<file path="config.mk">
export PLATFORM = sky130hd
export DESIGN_NAME = dcc_top
export DESIGN_NICKNAME = d
export VERILOG_FILES = /design/src/logic/dcc_pkg.sv /design/src/logic/dcc_chan_if.sv /design/src/logic/dcc_channel.sv /design/src/logic/dcc_top.sv
export SDC_FILE = /design/constraint.sdc
export NUM_CORES = 1
export LEC_CHECK = 0
export ABC_AREA = 1
export BUFFER_PORTS_ARGS = -buffer_cell sky130_fd_sc_hd__buf_2
export CAP_MARGIN = 20
export CORE_AREA = 2 2 95 51
export DETAILED_ROUTE_END_ITERATION = 6
export DIE_AREA = 0 0 97 53
export GPL_TIMING_DRIVEN = 0
export PLACE_DENSITY = 0.6
export SLEW_MARGIN = 20
export SYNTH_ARGS = -nofsm -noshare
export SYNTH_HDL_FRONTEND = slang
export SYNTH_SLANG_ARGS = --single-unit
</file>
<file path="constraint.sdc">
create_clock -name i_core_clk -period 1.35 [get_ports i_core_clk]
set_input_delay 0.27 -clock i_core_clk [delete_from_list [all_inputs] [get_ports i_core_clk]]
set_output_delay 0.27 -clock i_core_clk [all_outputs]
set_load 0.05 [all_outputs]
</file>
<file path="src/logic/dcc_pkg.sv">
// Shared addresses, field positions and reset values of the dual comparator control block.
package dcc_pkg;
   localparam logic [7:0] ADDR_B_CONTROL = 8'h9A;
   localparam logic [7:0] ADDR_A_CONTROL = 8'h9B;
   localparam logic [7:0] ADDR_B_MODE    = 8'h9C;
   localparam logic [7:0] ADDR_A_MODE    = 8'h9D;

   localparam int unsigned CTL_ENABLE_BIT = 7;
   localparam int unsigned CTL_RESULT_BIT = 6;
   localparam int unsigned CTL_RISE_BIT   = 5;
   localparam int unsigned CTL_FALL_BIT   = 4;
   localparam int unsigned CTL_HYP_LSB    = 2;
   localparam int unsigned CTL_HYN_LSB    = 0;
   localparam int unsigned MODE_RIE_BIT   = 5;
   localparam int unsigned MODE_FIE_BIT   = 4;
   localparam int unsigned MODE_SEL_LSB   = 0;

   localparam logic [7:0] CONTROL_RESET  = 8'h00;
   localparam logic [7:0] MODE_RESET     = 8'h02;
   localparam logic [7:0] UNMAPPED_VALUE = 8'h00;
endpackage

</file>
<file path="src/logic/dcc_chan_if.sv">
// Register access carrier between the top level and one comparator channel.
interface dcc_chan_if;
   logic       wr_ctl;
   logic       wr_mode;
   logic [7:0] wdata;
   logic [7:0] ctl_rdata;
   logic [7:0] mode_rdata;
   logic       irq;

   modport host (output wr_ctl, output wr_mode, output wdata,
                 input ctl_rdata, input mode_rdata, input irq);
   modport chan (input wr_ctl, input wr_mode, input wdata,
                 output ctl_rdata, output mode_rdata, output irq);
endinterface

</file>
<file path="src/logic/dcc_channel.sv">
// One comparator channel: control and mode registers, edge flags and analog core controls.
module dcc_channel #(
   parameter int unsigned SYNC_STAGES = 2
) (
   // Clock and reset
   input  wire logic       i_core_clk,
   input  wire logic       i_resetn,
   // Register access
   dcc_chan_if.chan        bus,
   // Analog core
   input  wire logic       i_cmp_raw,
   output logic            o_enable,
   output logic [1:0]      o_pos_hyst_select,
   output logic [1:0]      o_neg_hyst_select,
   output logic [1:0]      o_response_mode_select,
   output logic            o_compare_result
);
   // A single stage would let the edge detector read a possibly metastable flop.
   if (SYNC_STAGES < 2) begin : g_bad_sync_stages
      $error("SYNC_STAGES must be at least 2");
   end

   typedef struct packed {
      logic [SYNC_STAGES-1:0] sync;
      logic                   prev;
      logic                   channel_enable;
      logic                   rise_flag;
      logic                   fall_flag;
      logic [1:0]             pos_hyst_select;
      logic [1:0]             neg_hyst_select;
      logic                   rise_irq_enable;
      logic                   fall_irq_enable;
      logic [1:0]             response_mode_select;
      logic                   out_gated;
   } dcc_chan_state_t;

   dcc_chan_state_t s_q;
   dcc_chan_state_t s_d;
   logic            result;
   logic            rise_ev;
   logic            fall_ev;

   // Only the last synchroniser stage is looked at; the first stage may be metastable.
   assign result  = s_q.sync[SYNC_STAGES-1];
   assign rise_ev = result & ~s_q.prev;
   assign fall_ev = ~result & s_q.prev;

   always_comb begin
      s_d      = s_q;
      s_d.sync = {s_q.sync[SYNC_STAGES-2:0], i_cmp_raw};
      s_d.prev = result;
      if (bus.wr_ctl) begin
         s_d.channel_enable  = bus.wdata[dcc_pkg::CTL_ENABLE_BIT];
         s_d.rise_flag       = bus.wdata[dcc_pkg::CTL_RISE_BIT];
         s_d.fall_flag       = bus.wdata[dcc_pkg::CTL_FALL_BIT];
         s_d.pos_hyst_select = bus.wdata[dcc_pkg::CTL_HYP_LSB +: 2];
         s_d.neg_hyst_select = bus.wdata[dcc_pkg::CTL_HYN_LSB +: 2];
      end
      if (bus.wr_mode) begin
         s_d.rise_irq_enable      = bus.wdata[dcc_pkg::MODE_RIE_BIT];
         s_d.fall_irq_enable      = bus.wdata[dcc_pkg::MODE_FIE_BIT];
         s_d.response_mode_select = bus.wdata[dcc_pkg::MODE_SEL_LSB +: 2];
      end
      // An edge in the cycle of a software clear still lands, so no event is lost.
      s_d.rise_flag = s_d.rise_flag | rise_ev;
      s_d.fall_flag = s_d.fall_flag | fall_ev;
      s_d.out_gated = s_q.channel_enable & result;
      if (!i_resetn) begin
         s_d                      = '0;
         s_d.channel_enable       = dcc_pkg::CONTROL_RESET[dcc_pkg::CTL_ENABLE_BIT];
         s_d.pos_hyst_select      = dcc_pkg::CONTROL_RESET[dcc_pkg::CTL_HYP_LSB +: 2];
         s_d.neg_hyst_select      = dcc_pkg::CONTROL_RESET[dcc_pkg::CTL_HYN_LSB +: 2];
         s_d.rise_irq_enable      = dcc_pkg::MODE_RESET[dcc_pkg::MODE_RIE_BIT];
         s_d.fall_irq_enable      = dcc_pkg::MODE_RESET[dcc_pkg::MODE_FIE_BIT];
         s_d.response_mode_select = dcc_pkg::MODE_RESET[dcc_pkg::MODE_SEL_LSB +: 2];
      end
   end

   always_ff @(posedge i_core_clk) begin
      s_q <= s_d;
   end

   assign bus.ctl_rdata  = {s_q.channel_enable, result, s_q.rise_flag, s_q.fall_flag,
                            s_q.pos_hyst_select, s_q.neg_hyst_select};
   assign bus.mode_rdata = {2'h0, s_q.rise_irq_enable, s_q.fall_irq_enable,
                            2'h0, s_q.response_mode_select};
   assign bus.irq        = (s_q.rise_flag & s_q.rise_irq_enable)
                         | (s_q.fall_flag & s_q.fall_irq_enable);

   assign o_enable               = s_q.channel_enable;
   assign o_pos_hyst_select      = s_q.pos_hyst_select;
   assign o_neg_hyst_select      = s_q.neg_hyst_select;
   assign o_response_mode_select = s_q.response_mode_select;
   assign o_compare_result       = s_q.out_gated;
endmodule

</file>
<file path="src/logic/dcc_top.sv">
// Dual comparator control: special-function-register decode and two comparator channels.
// Operation
// - Two identical channels, each with control register.
// - Falling output edge sets the fall flag.
// - Rising output edge sets the rise flag.
// - Edge flags stay set until software clears.
// - Rise flag interrupts only when rise enabled.
// - Fall flag interrupts only when fall enabled.
// - Control bit 6 reads output; writes ignored.
// - Control bit 7 enables the analog comparator.
// - Control bits 3:2 select positive hysteresis.
// - Control bits 1:0 select negative hysteresis.
// - Mode bits 1:0 select response speed.
// - Unused mode bits read zero, ignore writes.
// - Disabled channel presents a low output.
module dcc_top #(
   parameter int unsigned SYNC_STAGES = 2
) (
   // Clock and reset
   input  wire logic       i_core_clk,
   input  wire logic       i_resetn,
   // Special-function-register bus
   input  wire logic [7:0] i_sfr_addr,
   input  wire logic       i_sfr_wr,
   input  wire logic [7:0] i_sfr_wdata,
   output logic [7:0]      o_sfr_rdata,
   // Analog comparator cores, index is the channel number
   input  wire logic [1:0] i_cmp_raw,
   output logic [1:0]      o_channel_enable,
   output logic [3:0]      o_pos_hyst_select,
   output logic [3:0]      o_neg_hyst_select,
   output logic [3:0]      o_response_mode_select,
   output logic [1:0]      o_compare_result,
   // Interrupt requests to the interrupt controller
   output logic [1:0]      o_irq
);
   typedef struct packed {
      logic [7:0] rdata;
   } dcc_top_state_t;

   localparam logic [7:0] CTL_ADDR  [2] = '{dcc_pkg::ADDR_A_CONTROL, dcc_pkg::ADDR_B_CONTROL};
   localparam logic [7:0] MODE_ADDR [2] = '{dcc_pkg::ADDR_A_MODE, dcc_pkg::ADDR_B_MODE};

   dcc_top_state_t s_q;
   dcc_top_state_t s_d;
   logic [7:0]     ctl_rd  [2];
   logic [7:0]     mode_rd [2];

   dcc_chan_if ch_if [2] ();

   for (genvar g = 0; g < 2; g++) begin : g_chan
      assign ch_if[g].wr_ctl  = i_sfr_wr && (i_sfr_addr == CTL_ADDR[g]);
      assign ch_if[g].wr_mode = i_sfr_wr && (i_sfr_addr == MODE_ADDR[g]);
      assign ch_if[g].wdata   = i_sfr_wdata;
      assign ctl_rd[g]        = ch_if[g].ctl_rdata;
      assign mode_rd[g]       = ch_if[g].mode_rdata;
      assign o_irq[g]         = ch_if[g].irq;

      dcc_channel #(
         .SYNC_STAGES (SYNC_STAGES)
      ) u_chan (
         .i_core_clk             (i_core_clk),
         .i_resetn               (i_resetn),
         .bus                    (ch_if[g]),
         .i_cmp_raw              (i_cmp_raw[g]),
         .o_enable               (o_channel_enable[g]),
         .o_pos_hyst_select      (o_pos_hyst_select[2*g +: 2]),
         .o_neg_hyst_select      (o_neg_hyst_select[2*g +: 2]),
         .o_response_mode_select (o_response_mode_select[2*g +: 2]),
         .o_compare_result       (o_compare_result[g])
      );
   end

   // Read data is registered, so software sees it one clock after presenting the address.
   always_comb begin
      s_d.rdata = dcc_pkg::UNMAPPED_VALUE;
      case (i_sfr_addr)
         dcc_pkg::ADDR_A_CONTROL: s_d.rdata = ctl_rd[0];
         dcc_pkg::ADDR_B_CONTROL: s_d.rdata = ctl_rd[1];
         dcc_pkg::ADDR_A_MODE:    s_d.rdata = mode_rd[0];
         dcc_pkg::ADDR_B_MODE:    s_d.rdata = mode_rd[1];
         default:                 s_d.rdata = dcc_pkg::UNMAPPED_VALUE;
      endcase
      if (!i_resetn) begin
         s_d.rdata = dcc_pkg::UNMAPPED_VALUE;
      end
   end

   always_ff @(posedge i_core_clk) begin
      s_q <= s_d;
   end

   assign o_sfr_rdata = s_q.rdata;
endmodule

</file>
; Word-level counts from Yosys, hierarchy flattened
; Cells that the tools add are included.
[totals]
in_bits = 21
out_inout_bits = 26
elab_cells = 54
register_bits = 38
[op_classes]
n_reduce_logical = 4
bitwise = 20
mux = 3
n_eq_ne = 4
[op_table]
columns = operator, n
row1 = $eq 8x8->1 const B, 4
row2 = $pmux 8 s4, 1
row3 = $mux 6, 2
row4 = $and 1x1->1, 10
row5 = $or 1x1->1, 6
row6 = $logic_and 1x1->1, 4
row7 = $not 1->1, 4

; Longest topological paths before layout
; Gate-level depths: netlist of the first run.
[depth]
word_depth = 4
mapped_depth = 8
depth_no_buf = 8

; Hierarchy
; From an unflattened synthesis of the first run, not the netlist that was laid out.
[hier_totals]
cells_unflattened = 296
area_unflattened_um2 = 2034.5
[modules_own_cells]
columns = module, seq_area_each_um2, instances, cells_each, area_per_inst_um2
row1 = dcc_channel, 300.3, 2, 90, 694.4
row2 = dcc_top, 160.2, 1, 116, 645.6

; Worst setup path before layout of the first run
; Ideal clock, no wire load.
[synth_timing]
path_kind = in2reg
startpoint = in i_sfr_addr[2]
endpoint = reg g_chan[1].u_chan.s_q (netlist bit g_chan[1].u_chan.o_enable)
path_buffers = 1
arrival_time_ps = 1016
cell_stages = 7
setup_time_ps = 120
path_slack_ps = 214
required_ps = 1230
path_cell_list = inv_1 -> nand2_1 -> nor2_2 -> nand3_1 -> buf_2 -> o21ai_1 -> a21oi_1
[synth_between]
elab_chain_cells = 2
[synth_rtl]
columns = element, line_no
row1 = "start, declared", dcc_top.sv:23  ; input wire logic [7:0] i_sfr_addr,
row2 = $eq 8x8->1, dcc_top.sv:52  ; assign ch_if[g].wr_ctl = i_sfr_wr && (i_sfr_addr == CTL_ADDR[g]);
row3 = $logic_and 1x1->1, dcc_top.sv:52
row4 = "end signal, assigned", dcc_channel.sv:80  ; s_q <= s_d;
row5 = "end, declared", dcc_channel.sv:37  ; dcc_chan_state_t s_q;
; Every way passes these cells.
; A chain may end at the register's enable or synchronous reset.

; Worst setup path in the final report of the first run
[layout_timing]
startpoint = reg g_chan[0].u_chan.s_q (netlist bit g_chan[0].u_chan.bus.ctl_rdata[5])
endpoint = out o_irq[0]
[layout_between]
elab_chain_cells = 2
[layout_rtl]
columns = element, line_no
row1 = "start, declared", dcc_channel.sv:37
row2 = "start signal, assigned", dcc_channel.sv:80
row3 = $and 1x1->1, dcc_channel.sv:87  ; assign bus.irq = (s_q.rise_flag & s_q.rise_irq_enable)
row4 = $or 1x1->1, dcc_channel.sv:88  ; | (s_q.fall_flag & s_q.fall_irq_enable);
row5 = "end, declared", dcc_top.sv:35  ; output logic [1:0] o_irq
; Every way passes these cells.

==> run metrics, run 1 <==
xor and xnor area share after synthesis=0%; top-area cell type share of the netlist area=45.65%; commonest non-fill, non-tap cells in the layout=nand2_1, buf_2, dfxtp_1, inv_1, buf_4; final setup fails=0; Worst Path Arrival=1.03 ns; mux share of post-synthesis cell area=0%; Final Hold Fails=0; Fmax=766.9 MHz; Wirelength per Cell=11.51 um; syn nets=244; Critical Path RT=1.08 ns; 1st-iter DRT viols=78; Synth Area in Simple Gates=26.65%; Seq/Total Area, Yosys=45.65%; Period minus WS final=1.304 ns; H-tree depth=2; Rel. slew slack=66.26%; max-cap violations=0; I/O Pins=47; drt total wl=3.832 mm; worst-case clock buffer depth=2; Max Clock Skew=0.004783 ns; Post-CTS Hold Buffers=0; num rows=17; Post-Syn Area=1667 um^2; post-synth cell types=22; hold_ws=0.1675 ns; Worst Setup End Kind=output pin; Fillers=454; status=finished, final reports clean; synthesized instance count=223; layout cells sized above 1=31.88%; Hold Path Class=input pin to flip-flop; initial antenna violation count=0; vias in the first global route=1348; largest family of logic cells by synthesized area=simple AND/OR/NAND/NOR gates; CTS tree=yes; Sink Count=38; hpwl dp=2.924 mm; largest net degree at the start of global routing=12; core area=4275 um^2; Synth Area in Adders=0%; top cells by area, synth=dfxtp_1, nand2_1, buf_4; TritonCTS Buffers=5; post-synth top area cell=dfxtp_1; port buffer count=45; Yosys Warn Count=0; fin nets=296; Max Slew Vio Count=0; Static Leak=1.030 nW; Die Span X=97 um; Synth Area per Inst=7.474 um^2; worst vdd ir=0.4087 mV; ANT cells=0; area delta synth->final=25.68%; routed via count=1518; crit path kind=flip-flop to output pin; Die H=53 um; Skew-Pair Late Insertion Delay=0.28 ns; vias per cell=4.559; critical path fanouts, max=3; clk root buf=clkbuf_8; first-pass GRT wire length=6.306 mm; grt ovf=0; Synth Area in Compound Gates=10.89%; GP Congestion=0.8525; DRC=0; worst slew pin tran=0.5062 ns; fin crit share=96.58%; RSZ-0062 raised after global routing=false; Initial Util=38.98%; DR pass1 iterations=4; Worst setup SP type=flip-flop; Clock Pin Slew Worst Setup and Hold Paths=0.07 ns; synthesis-stage register bit count=38; most common cell after layout, fill and taps aside=nand2_1; Power Density=1050 nW/um^2; remaining antenna violation count=0; Die ar.=5141 um^2; final core utilization=48.99%; Tot GR Track Use=16.04%
==> worst max-delay path, stage by stage, from the launching register on <==
cell and delay [ns]:
dfxtp_2 0.33, nand2_1 0.07, nand2_1 0.05, buf_4 0.12, buf_4 0.18
==> power by group <==
group	internal, mW	leakage, nW	switching, mW	total, mW
registers	1.14	0.310	0.00712	1.14
clock network	0.553	0.0524	0.379	0.932
logic	0.0430	0.667	0.0817	0.125
total	1.73	1.03	0.468	2.20
==> cells by family (layout without fill, tap and decap cells) <==
logic type,count (synthesis),in the layout
and+or+nand+nor,97,97
AOI/OAI and AO/OA,34,34
DFF,38,38
buffers and inverters,54,107
==> registers in the layout (all words and copies together), names as in the netlist <==
signal,cells
g_chan.u_chan.bus.ctl_rdata,6
g_chan.u_chan.bus.mode_rdata,4
g_chan.u_chan.o_compare_result,2
g_chan.u_chan.o_enable,2
g_chan.u_chan.o_neg_hyst_select,4
g_chan.u_chan.o_pos_hyst_select,4
g_chan.u_chan.o_response_mode_select,4
g_chan.u_chan.s_q,4
o_sfr_rdata,8
==> synth_stat cells <==
cell	number
dfxtp_1	38
nor2_2	2
clkbuf_1	3
nand4_1	3
nor3_2	2
inv_2	1
a22o_1	1
nand3_1	20
o22ai_1	4
buf_2	2
clkinv_1	2
nor2_4	1
nand3_2	2
nand2_1	51
o21bai_1	1
a21oi_1	16
o21ai_1	8
and2_1	4
inv_1	26
nor2_1	12
buf_4	20
o21ai_0	4
==> routing by layer <==
layer | track usage [%] | part of all wire [%] | vias up
li1 | - | - | 798
met1 | 23.02 | 51 | 667
met2 | 22.22 | 39 | 47
met3 | 6.077 | 9.1 | 6
met4 | 4.225 | 0.70 | 0
met5 | 0 | 0 | -
==> layout make-up <==
type | count | area (um^2) | area share (%)
plain buffers | 24 | 163.9 | 7.826
clock buffers | 7 | 76.32 | 3.644
clock inverters | 1 | 30.03 | 1.434
inverters | 29 | 108.9 | 5.197
multi-input cells | 131 | 630.6 | 30.11
flip-flops and latches | 38 | 768.2 | 36.68
well taps | 57 | 71.32 | 3.405
repair buffers | 46 | 245.2 | 11.71
==> worst paths after layout <==
kind,cells after the start,slack (ns),startpoint,end
setup reg to reg,5,0.52,g_chan[1].u_chan.bus.mode_rdata[5],o_sfr_rdata[5]
hold / removal,3,0.17,i_cmp_raw[0],g_chan[0].u_chan.s_q[13]
hold reg to reg,2,0.41,g_chan[1].u_chan.s_q[13],g_chan[1].u_chan.bus.ctl_rdata[6]
setup / recovery,4,0.05,g_chan[0].u_chan.bus.ctl_rdata[5],o_irq[0]
==> stage by stage <==
step	cells	instance area [um^2]	power, mW	setup WS, ns	TNS [ns]
2_1_floorplan	223	1667	1.228	0.2140	0
3_3_place_gp	325	1963	1.290	-0.1507	-1.499
3_5_place_dp	325	1963	1.291	-0.2085	-1.873
4_1_cts	333	2079	2.222	-0.02013	-0.02013
5_1_grt	333	2095	2.294	0.001182	0
6_report	333	2095	2.199	0.04613	0
==> what timing repair did <==
action                                  in CTS  in global routing
endpoints found under the setup margin       2                  5
pin swaps                                    0                  1
buffers inserted                             0                  1
gates resized for setup                      4                  7
No activity file was read; power rests on OpenSTA's default activity.
==> run 2, diff against run 1 <==
--- a/config.mk
+++ b/config.mk
@@ -8,11 +8,11 @@
 export ABC_AREA = 1
 export BUFFER_PORTS_ARGS = -buffer_cell sky130_fd_sc_hd__buf_2
 export CAP_MARGIN = 20
-export CORE_AREA = 2 2 95 51
+export CORE_AREA = 2 2 84 46
 export DETAILED_ROUTE_END_ITERATION = 6
-export DIE_AREA = 0 0 97 53
+export DIE_AREA = 0 0 86 48
 export GPL_TIMING_DRIVEN = 0
-export PLACE_DENSITY = 0.6
+export PLACE_DENSITY = 0.74
 export SLEW_MARGIN = 20
 export SYNTH_ARGS = -nofsm -noshare
 export SYNTH_HDL_FRONTEND = slang
==> run 2 against run 1 <==
Via count grew 1.1%. Die area shrank 20%. Sequential share of layout area down 0.28 points. Global-route usage rose by 3.0 points. Register-to-register slack better by 0.05 ns. Non-clock buffer count shrank 1. Clock skew up 0.0012 ns. Count of clock-buffer cells in the layout fell by 1. Critical endpoint is now o_irq[1].
==> run metrics, run 2 (synthesis results as in run 1) <==
RR Startpoint=g_chan[1].u_chan.o_neg_hyst_select[0]; Worst Setup End Kind=output pin; Rel. slew slack=66.07%; worst reg2reg path endpoint=o_sfr_rdata[0]; fin nets=295; vias per cell=4.842; TritonCTS Buffers=5; Post-CTS Hold Buffers=0; Power Density=1167 nW/um^2; Max Slew Vio Count=0; Static Leak=1.043 nW; Worst Path Arrival=1.03 ns; end point of the critical path=o_irq[1]; GP Congestion=0.8597; worst vdd ir=0.9941 mV; hpwl dp=2.826 mm; routed via count=1535; Max Clock Skew=0.006029 ns; RSZ-0062 raised after global routing=false; Final Hold Fails=0; FF-to-FF setup slack=0.57 ns; Initial Util=50.17%; CTS tree=yes; Tot GR Track Use=19.03%; Critical Path RT=1.08 ns; max-cap violations=0; num rows=15; drt total wl=3.778 mm; H-tree depth=2; Skew-Pair Late Insertion Delay=0.29 ns; Period minus WS final=1.295 ns; layout cells sized above 1=32.00%; Clock Pin Slew Worst Setup and Hold Paths=0.07 ns; placed cells=310; final instance area=2107 um^2; ANT cells=0; DRC=0; port buffer count=45; max FFs per register=8; remaining antenna violation count=0; Worst setup SP type=flip-flop; placed cell areas=1944 um^2; area delta synth->final=26.43%; Die H=48 um; final std cells w/o fill=317; R2R depth=4; grt ovf=0; Die Span X=86 um; clk root buf=clkbuf_8; 1st-iter DRT viols=74; vias in the first global route=1162; worst-case clock buffer depth=2; DR pass1 iterations=4; Sink Count=38; setup TNS=0 ns; Hold Path Class=input pin to flip-flop; commonest non-fill, non-tap cells in the layout=nand2_1, buf_2, dfxtp_1, inv_1; critical path fanouts, max=3; Die ar.=4128 um^2; final setup fails=0; status=finished, final reports clean; first-pass GRT wire length=5.658 mm; I/O Pins=47; Wirelength per Cell=11.92 um; fin crit share=95.96%; initial antenna violation count=0; worst slew pin tran=0.5090 ns; largest net degree at the start of global routing=13; crit path kind=flip-flop to output pin; Fmax=771.9 MHz; most common cell after layout, fill and taps aside=nand2_1; Setup crit start=g_chan[1].u_chan.bus.mode_rdata[5]; core area=3322 um^2
-- run 2: worst min-delay path by stage --
stage / cells past startpoint / to / slack, ns / startpoint
floorplan: 2 / g_chan[0].u_chan.s_q[13] / 0.37 / i_cmp_raw[0]
global placement: 2 / g_chan[0].u_chan.bus.ctl_rdata[6] / 0.39 / g_chan[0].u_chan.s_q[13]
detailed placement: 2 / g_chan[0].u_chan.bus.ctl_rdata[6] / 0.40 / g_chan[0].u_chan.s_q[13]
CTS: 3 / g_chan[0].u_chan.s_q[13] / 0.15 / i_cmp_raw[0]
global route: 3 / g_chan[1].u_chan.s_q[13] / 0.17 / i_cmp_raw[1]
finish: 3 / g_chan[0].u_chan.s_q[13] / 0.16 / i_cmp_raw[0]
-- run 2: critical path, cell delays in order (launching register included) --
cell and delay (ns):
dfxtp_2 0.33, a22o_1 0.25, buf_8 0.15
-- run 2: what timing repair did --
| item | 4_1_cts | 5_1_grt |
|---|---|---|
| gates resized for setup | 3 | 9 |
| endpoints found under the hold margin | 0 | 0 |
| pin swaps | 0 | 1 |
| endpoints found under the setup margin | 2 | 3 |
| buffers inserted | 0 | 0 |
-- run 2: area by class of cell --
| class | count | area [um^2] |
|---|---|---|
| clock inverters | 2 | 60.06 |
| repair buffers | 45 | 241.5 |
| multi-input cells | 131 | 630.6 |
| clock buffers | 6 | 82.58 |
| well taps | 42 | 52.55 |
| inverters | 29 | 108.9 |
| plain buffers | 24 | 163.9 |
| fillers | 307 | 1215 |
| flip-flops and latches | 38 | 767.0 |
-- run 2: power by group --
group          internal (mW)  switching [mW]
sequential              1.13         0.00700
clock                  0.788           0.403
combinational         0.0429          0.0826
-- run 2: per-layer routing --
layer | routed length [um] | vias to the layer above | GRT usage (%)
li1 | - | 790 | -
met1 | 2000 | 694 | 29.00
met2 | 1475 | 43 | 24.96
met3 | 248 | 8 | 6.034
met4 | 54 | 0 | 5.714
met5 | 0 | - | 0
-- run 2: metrics by stage --
step	hold WS (ns)	worst slack, ns	utilization, %	total power [mW]
after floorplan	0.3676	0.2140	-	1.228
after global placement	0.3941	-0.1309	58.53	1.287
after detailed placement	0.3975	-0.1731	58.53	1.290
after CTS	0.1541	-0.02875	63.09	2.474
after global routing	0.1675	0.007883	63.43	2.539
final	0.1622	0.05452	63.43	2.459
==> run 3, diff against run 2 <==
--- a/config.mk
+++ b/config.mk
@@ -6,13 +6,15 @@
 export NUM_CORES = 1
 export LEC_CHECK = 0
 export ABC_AREA = 1
-export BUFFER_PORTS_ARGS = -buffer_cell sky130_fd_sc_hd__buf_2
 export CAP_MARGIN = 20
-export CORE_AREA = 2 2 84 46
+export CORE_AREA = 2 2 78 43
+export CTS_CLUSTER_DIAMETER = 60
 export DETAILED_ROUTE_END_ITERATION = 6
-export DIE_AREA = 0 0 86 48
+export DIE_AREA = 0 0 80 45
+export DONT_BUFFER_PORTS = 1
 export GPL_TIMING_DRIVEN = 0
-export PLACE_DENSITY = 0.74
+export PLACE_DENSITY = 0.7
+export SKIP_LAST_GASP = 1
 export SLEW_MARGIN = 20
 export SYNTH_ARGS = -nofsm -noshare
 export SYNTH_HDL_FRONTEND = slang
==> run 3 against run 2 <==
Sequential cell count stayed put. Critical path depth unchanged. Combinational power is 38% lower. Global-route usage rose by 3.5 points. Critical path type unchanged. Critical endpoint unchanged. Largest cell class unchanged. Largest power group is now sequential cells.
==> run metrics, run 3 (synthesis results as in run 1) <==
status=finished, final reports clean; Comb pwr share=3.9%; Sink Count=38; drt total wl=3.598 mm; vias per cell=5.122; ANT cells=0; fin crit share=96.03%; GP Congestion=0.8558; Hold Path Class=input pin to flip-flop; max-cap violations=0; core area=2873 um^2; commonest non-fill, non-tap cells in the layout=nand2_1, dfxtp_1, inv_1, buf_4, nand3_1; CP cell instances=a22o_1, buf_4; final setup fails=0; Clock Pin Slew Worst Setup and Hold Paths=0.07 ns; Initial Util=58.01%; fin nets=251; Seq pwr share=56.7%; DR pass1 iterations=4; port buffer count=0; TritonCTS Buffers=5; Fillers=254; Skew-Pair Late Insertion Delay=0.29 ns; Rel. slew slack=66.48%; final core utilization=62.94%; final std cells w/o fill=271; Post CTS Setup Buffer Count=0; Tot GR Track Use=22.56%; most common cell after layout, fill and taps aside=nand2_1; Die H=45 um; worst-case clock buffer depth=2; grt ovf=0; Max Clock Skew=0.002062 ns; I/O Pins=47; Critical Path RT=1.08 ns; RSZ-0062 raised after global routing=false; Worst Setup End Kind=output pin; Fmax=771.4 MHz; final worst setup slack=0.05359 ns; first-pass GRT wire length=5.975 mm; area delta synth->final=8.483%; Pint=1.570 mW; 1st-iter DRT viols=61; Clk network pwr share=39.4%; routed via count=1388; post_cts resized=0; Post-CTS Hold Buffers=0; Psw=445.4 uW; crit path kind=flip-flop to output pin; worst slew pin tran=0.5028 ns; Sw Share=22.10%; register area=760.7 um^2; Worst setup SP type=flip-flop; Max Slew Vio Count=0; CP max-delay cell=dfxtp_1; Placement Setup Slack=-0.08414 ns; DRC=0; critical path fanouts, max=3; H-tree depth=2; Static Leak=0.8073 nW; initial antenna violation count=0; max FFs per register=8; hold_ws=0.08044 ns; num rows=14; Wirelength per Cell=13.28 um; hpwl dp=2.712 mm; FF-to-FF setup slack=0.54 ns; CTS tree=yes; Die ar.=3600 um^2; Worst Path Arrival=1.03 ns; largest net degree at the start of global routing=12; final instance area=1808 um^2; Die Span X=80 um; Period minus WS final=1.296 ns; placed cell areas=1717 um^2; multi-input logic area=625.6 um^2; crit-path max cell delay=0.33 ns; Power Density=1115 nW/um^2; layout cells sized above 1=16.02%; placed cells=263; Final Hold Fails=0; remaining antenna violation count=0; worst vdd ir=0.7168 mV; vias in the first global route=1262; clk root buf=clkbuf_8
-- run 3: cell types whose count changed in the layout (fill, tap and decap cells not counted) --
cell and change:
dfxtp_1 +5, clkbuf_1 +1, clkinv_2 +1, bufinv_16 -2
dfxtp_2 -5, nand3_1 +1, nand3_2 -1, buf_2 -43
buf_6 -1, o21ai_0 +1, buf_8 -1, buf_4 +1
o21ai_1 -1
-- run 3: final timing paths --
kind                                               from                                end  depth (start not counted)
setup reg to reg  g_chan[1].u_chan.o_neg_hyst_select[0]                     o_sfr_rdata[0]                          4
hold / removal                             i_cmp_raw[1]           g_chan[1].u_chan.s_q[13]                          2
setup / recovery     g_chan[1].u_chan.bus.mode_rdata[5]                           o_irq[1]                          2
hold reg to reg                g_chan[0].u_chan.s_q[13]  g_chan[0].u_chan.bus.ctl_rdata[6]                          2
-- run 3: power by group through the flow --
| stage | Clock, mW | Sequential [mW] | Combinational (mW) |
|---|---|---|---|
| global placement | 0 | 1.17 | 0.0750 |
| CTS | 0.804 | 1.14 | 0.0776 |
| global route | 0.853 | 1.14 | 0.0898 |
| finish | 0.795 | 1.14 | 0.0779 |
| floorplan | 0 | 1.17 | 0.0620 |
| detailed placement | 0 | 1.17 | 0.0772 |
-- run 3: area by class of cell --
class	count	share of cell area (%)
flip-flops and latches	38	42.08
multi-input cells	131	34.60
inverters	29	6.021
clock buffers	7	4.775
plain buffers	25	9.481
clock inverters	1	0.2768
well taps	40	2.768
-- run 3: per-layer routing --
layer	part of all wire, %	GRT usage, %
met2	41	32.17
met3	7.6	7.400
met1	50	32.49
met5	0	0
met4	0.64	7.458
-- run 3: through the flow --
stage | setup TNS [ns] | total power [mW]
2_1_floorplan | 0 | 1.228
3_3_place_gp | -0.1761 | 1.243
3_5_place_dp | -0.2652 | 1.245
4_1_cts | 0 | 2.024
5_1_grt | 0 | 2.087
6_report | 0 | 2.015
-- run 3: worst max-delay path, delay by kind of cell, from the launching register on --
| family | cells | cell delay [ns] |
|---|---|---|
| AO/OA/AOI/OAI | 1 | 0.22 |
| flip-flops | 1 | 0.33 |
| buffers and inverters | 1 | 0.19 |
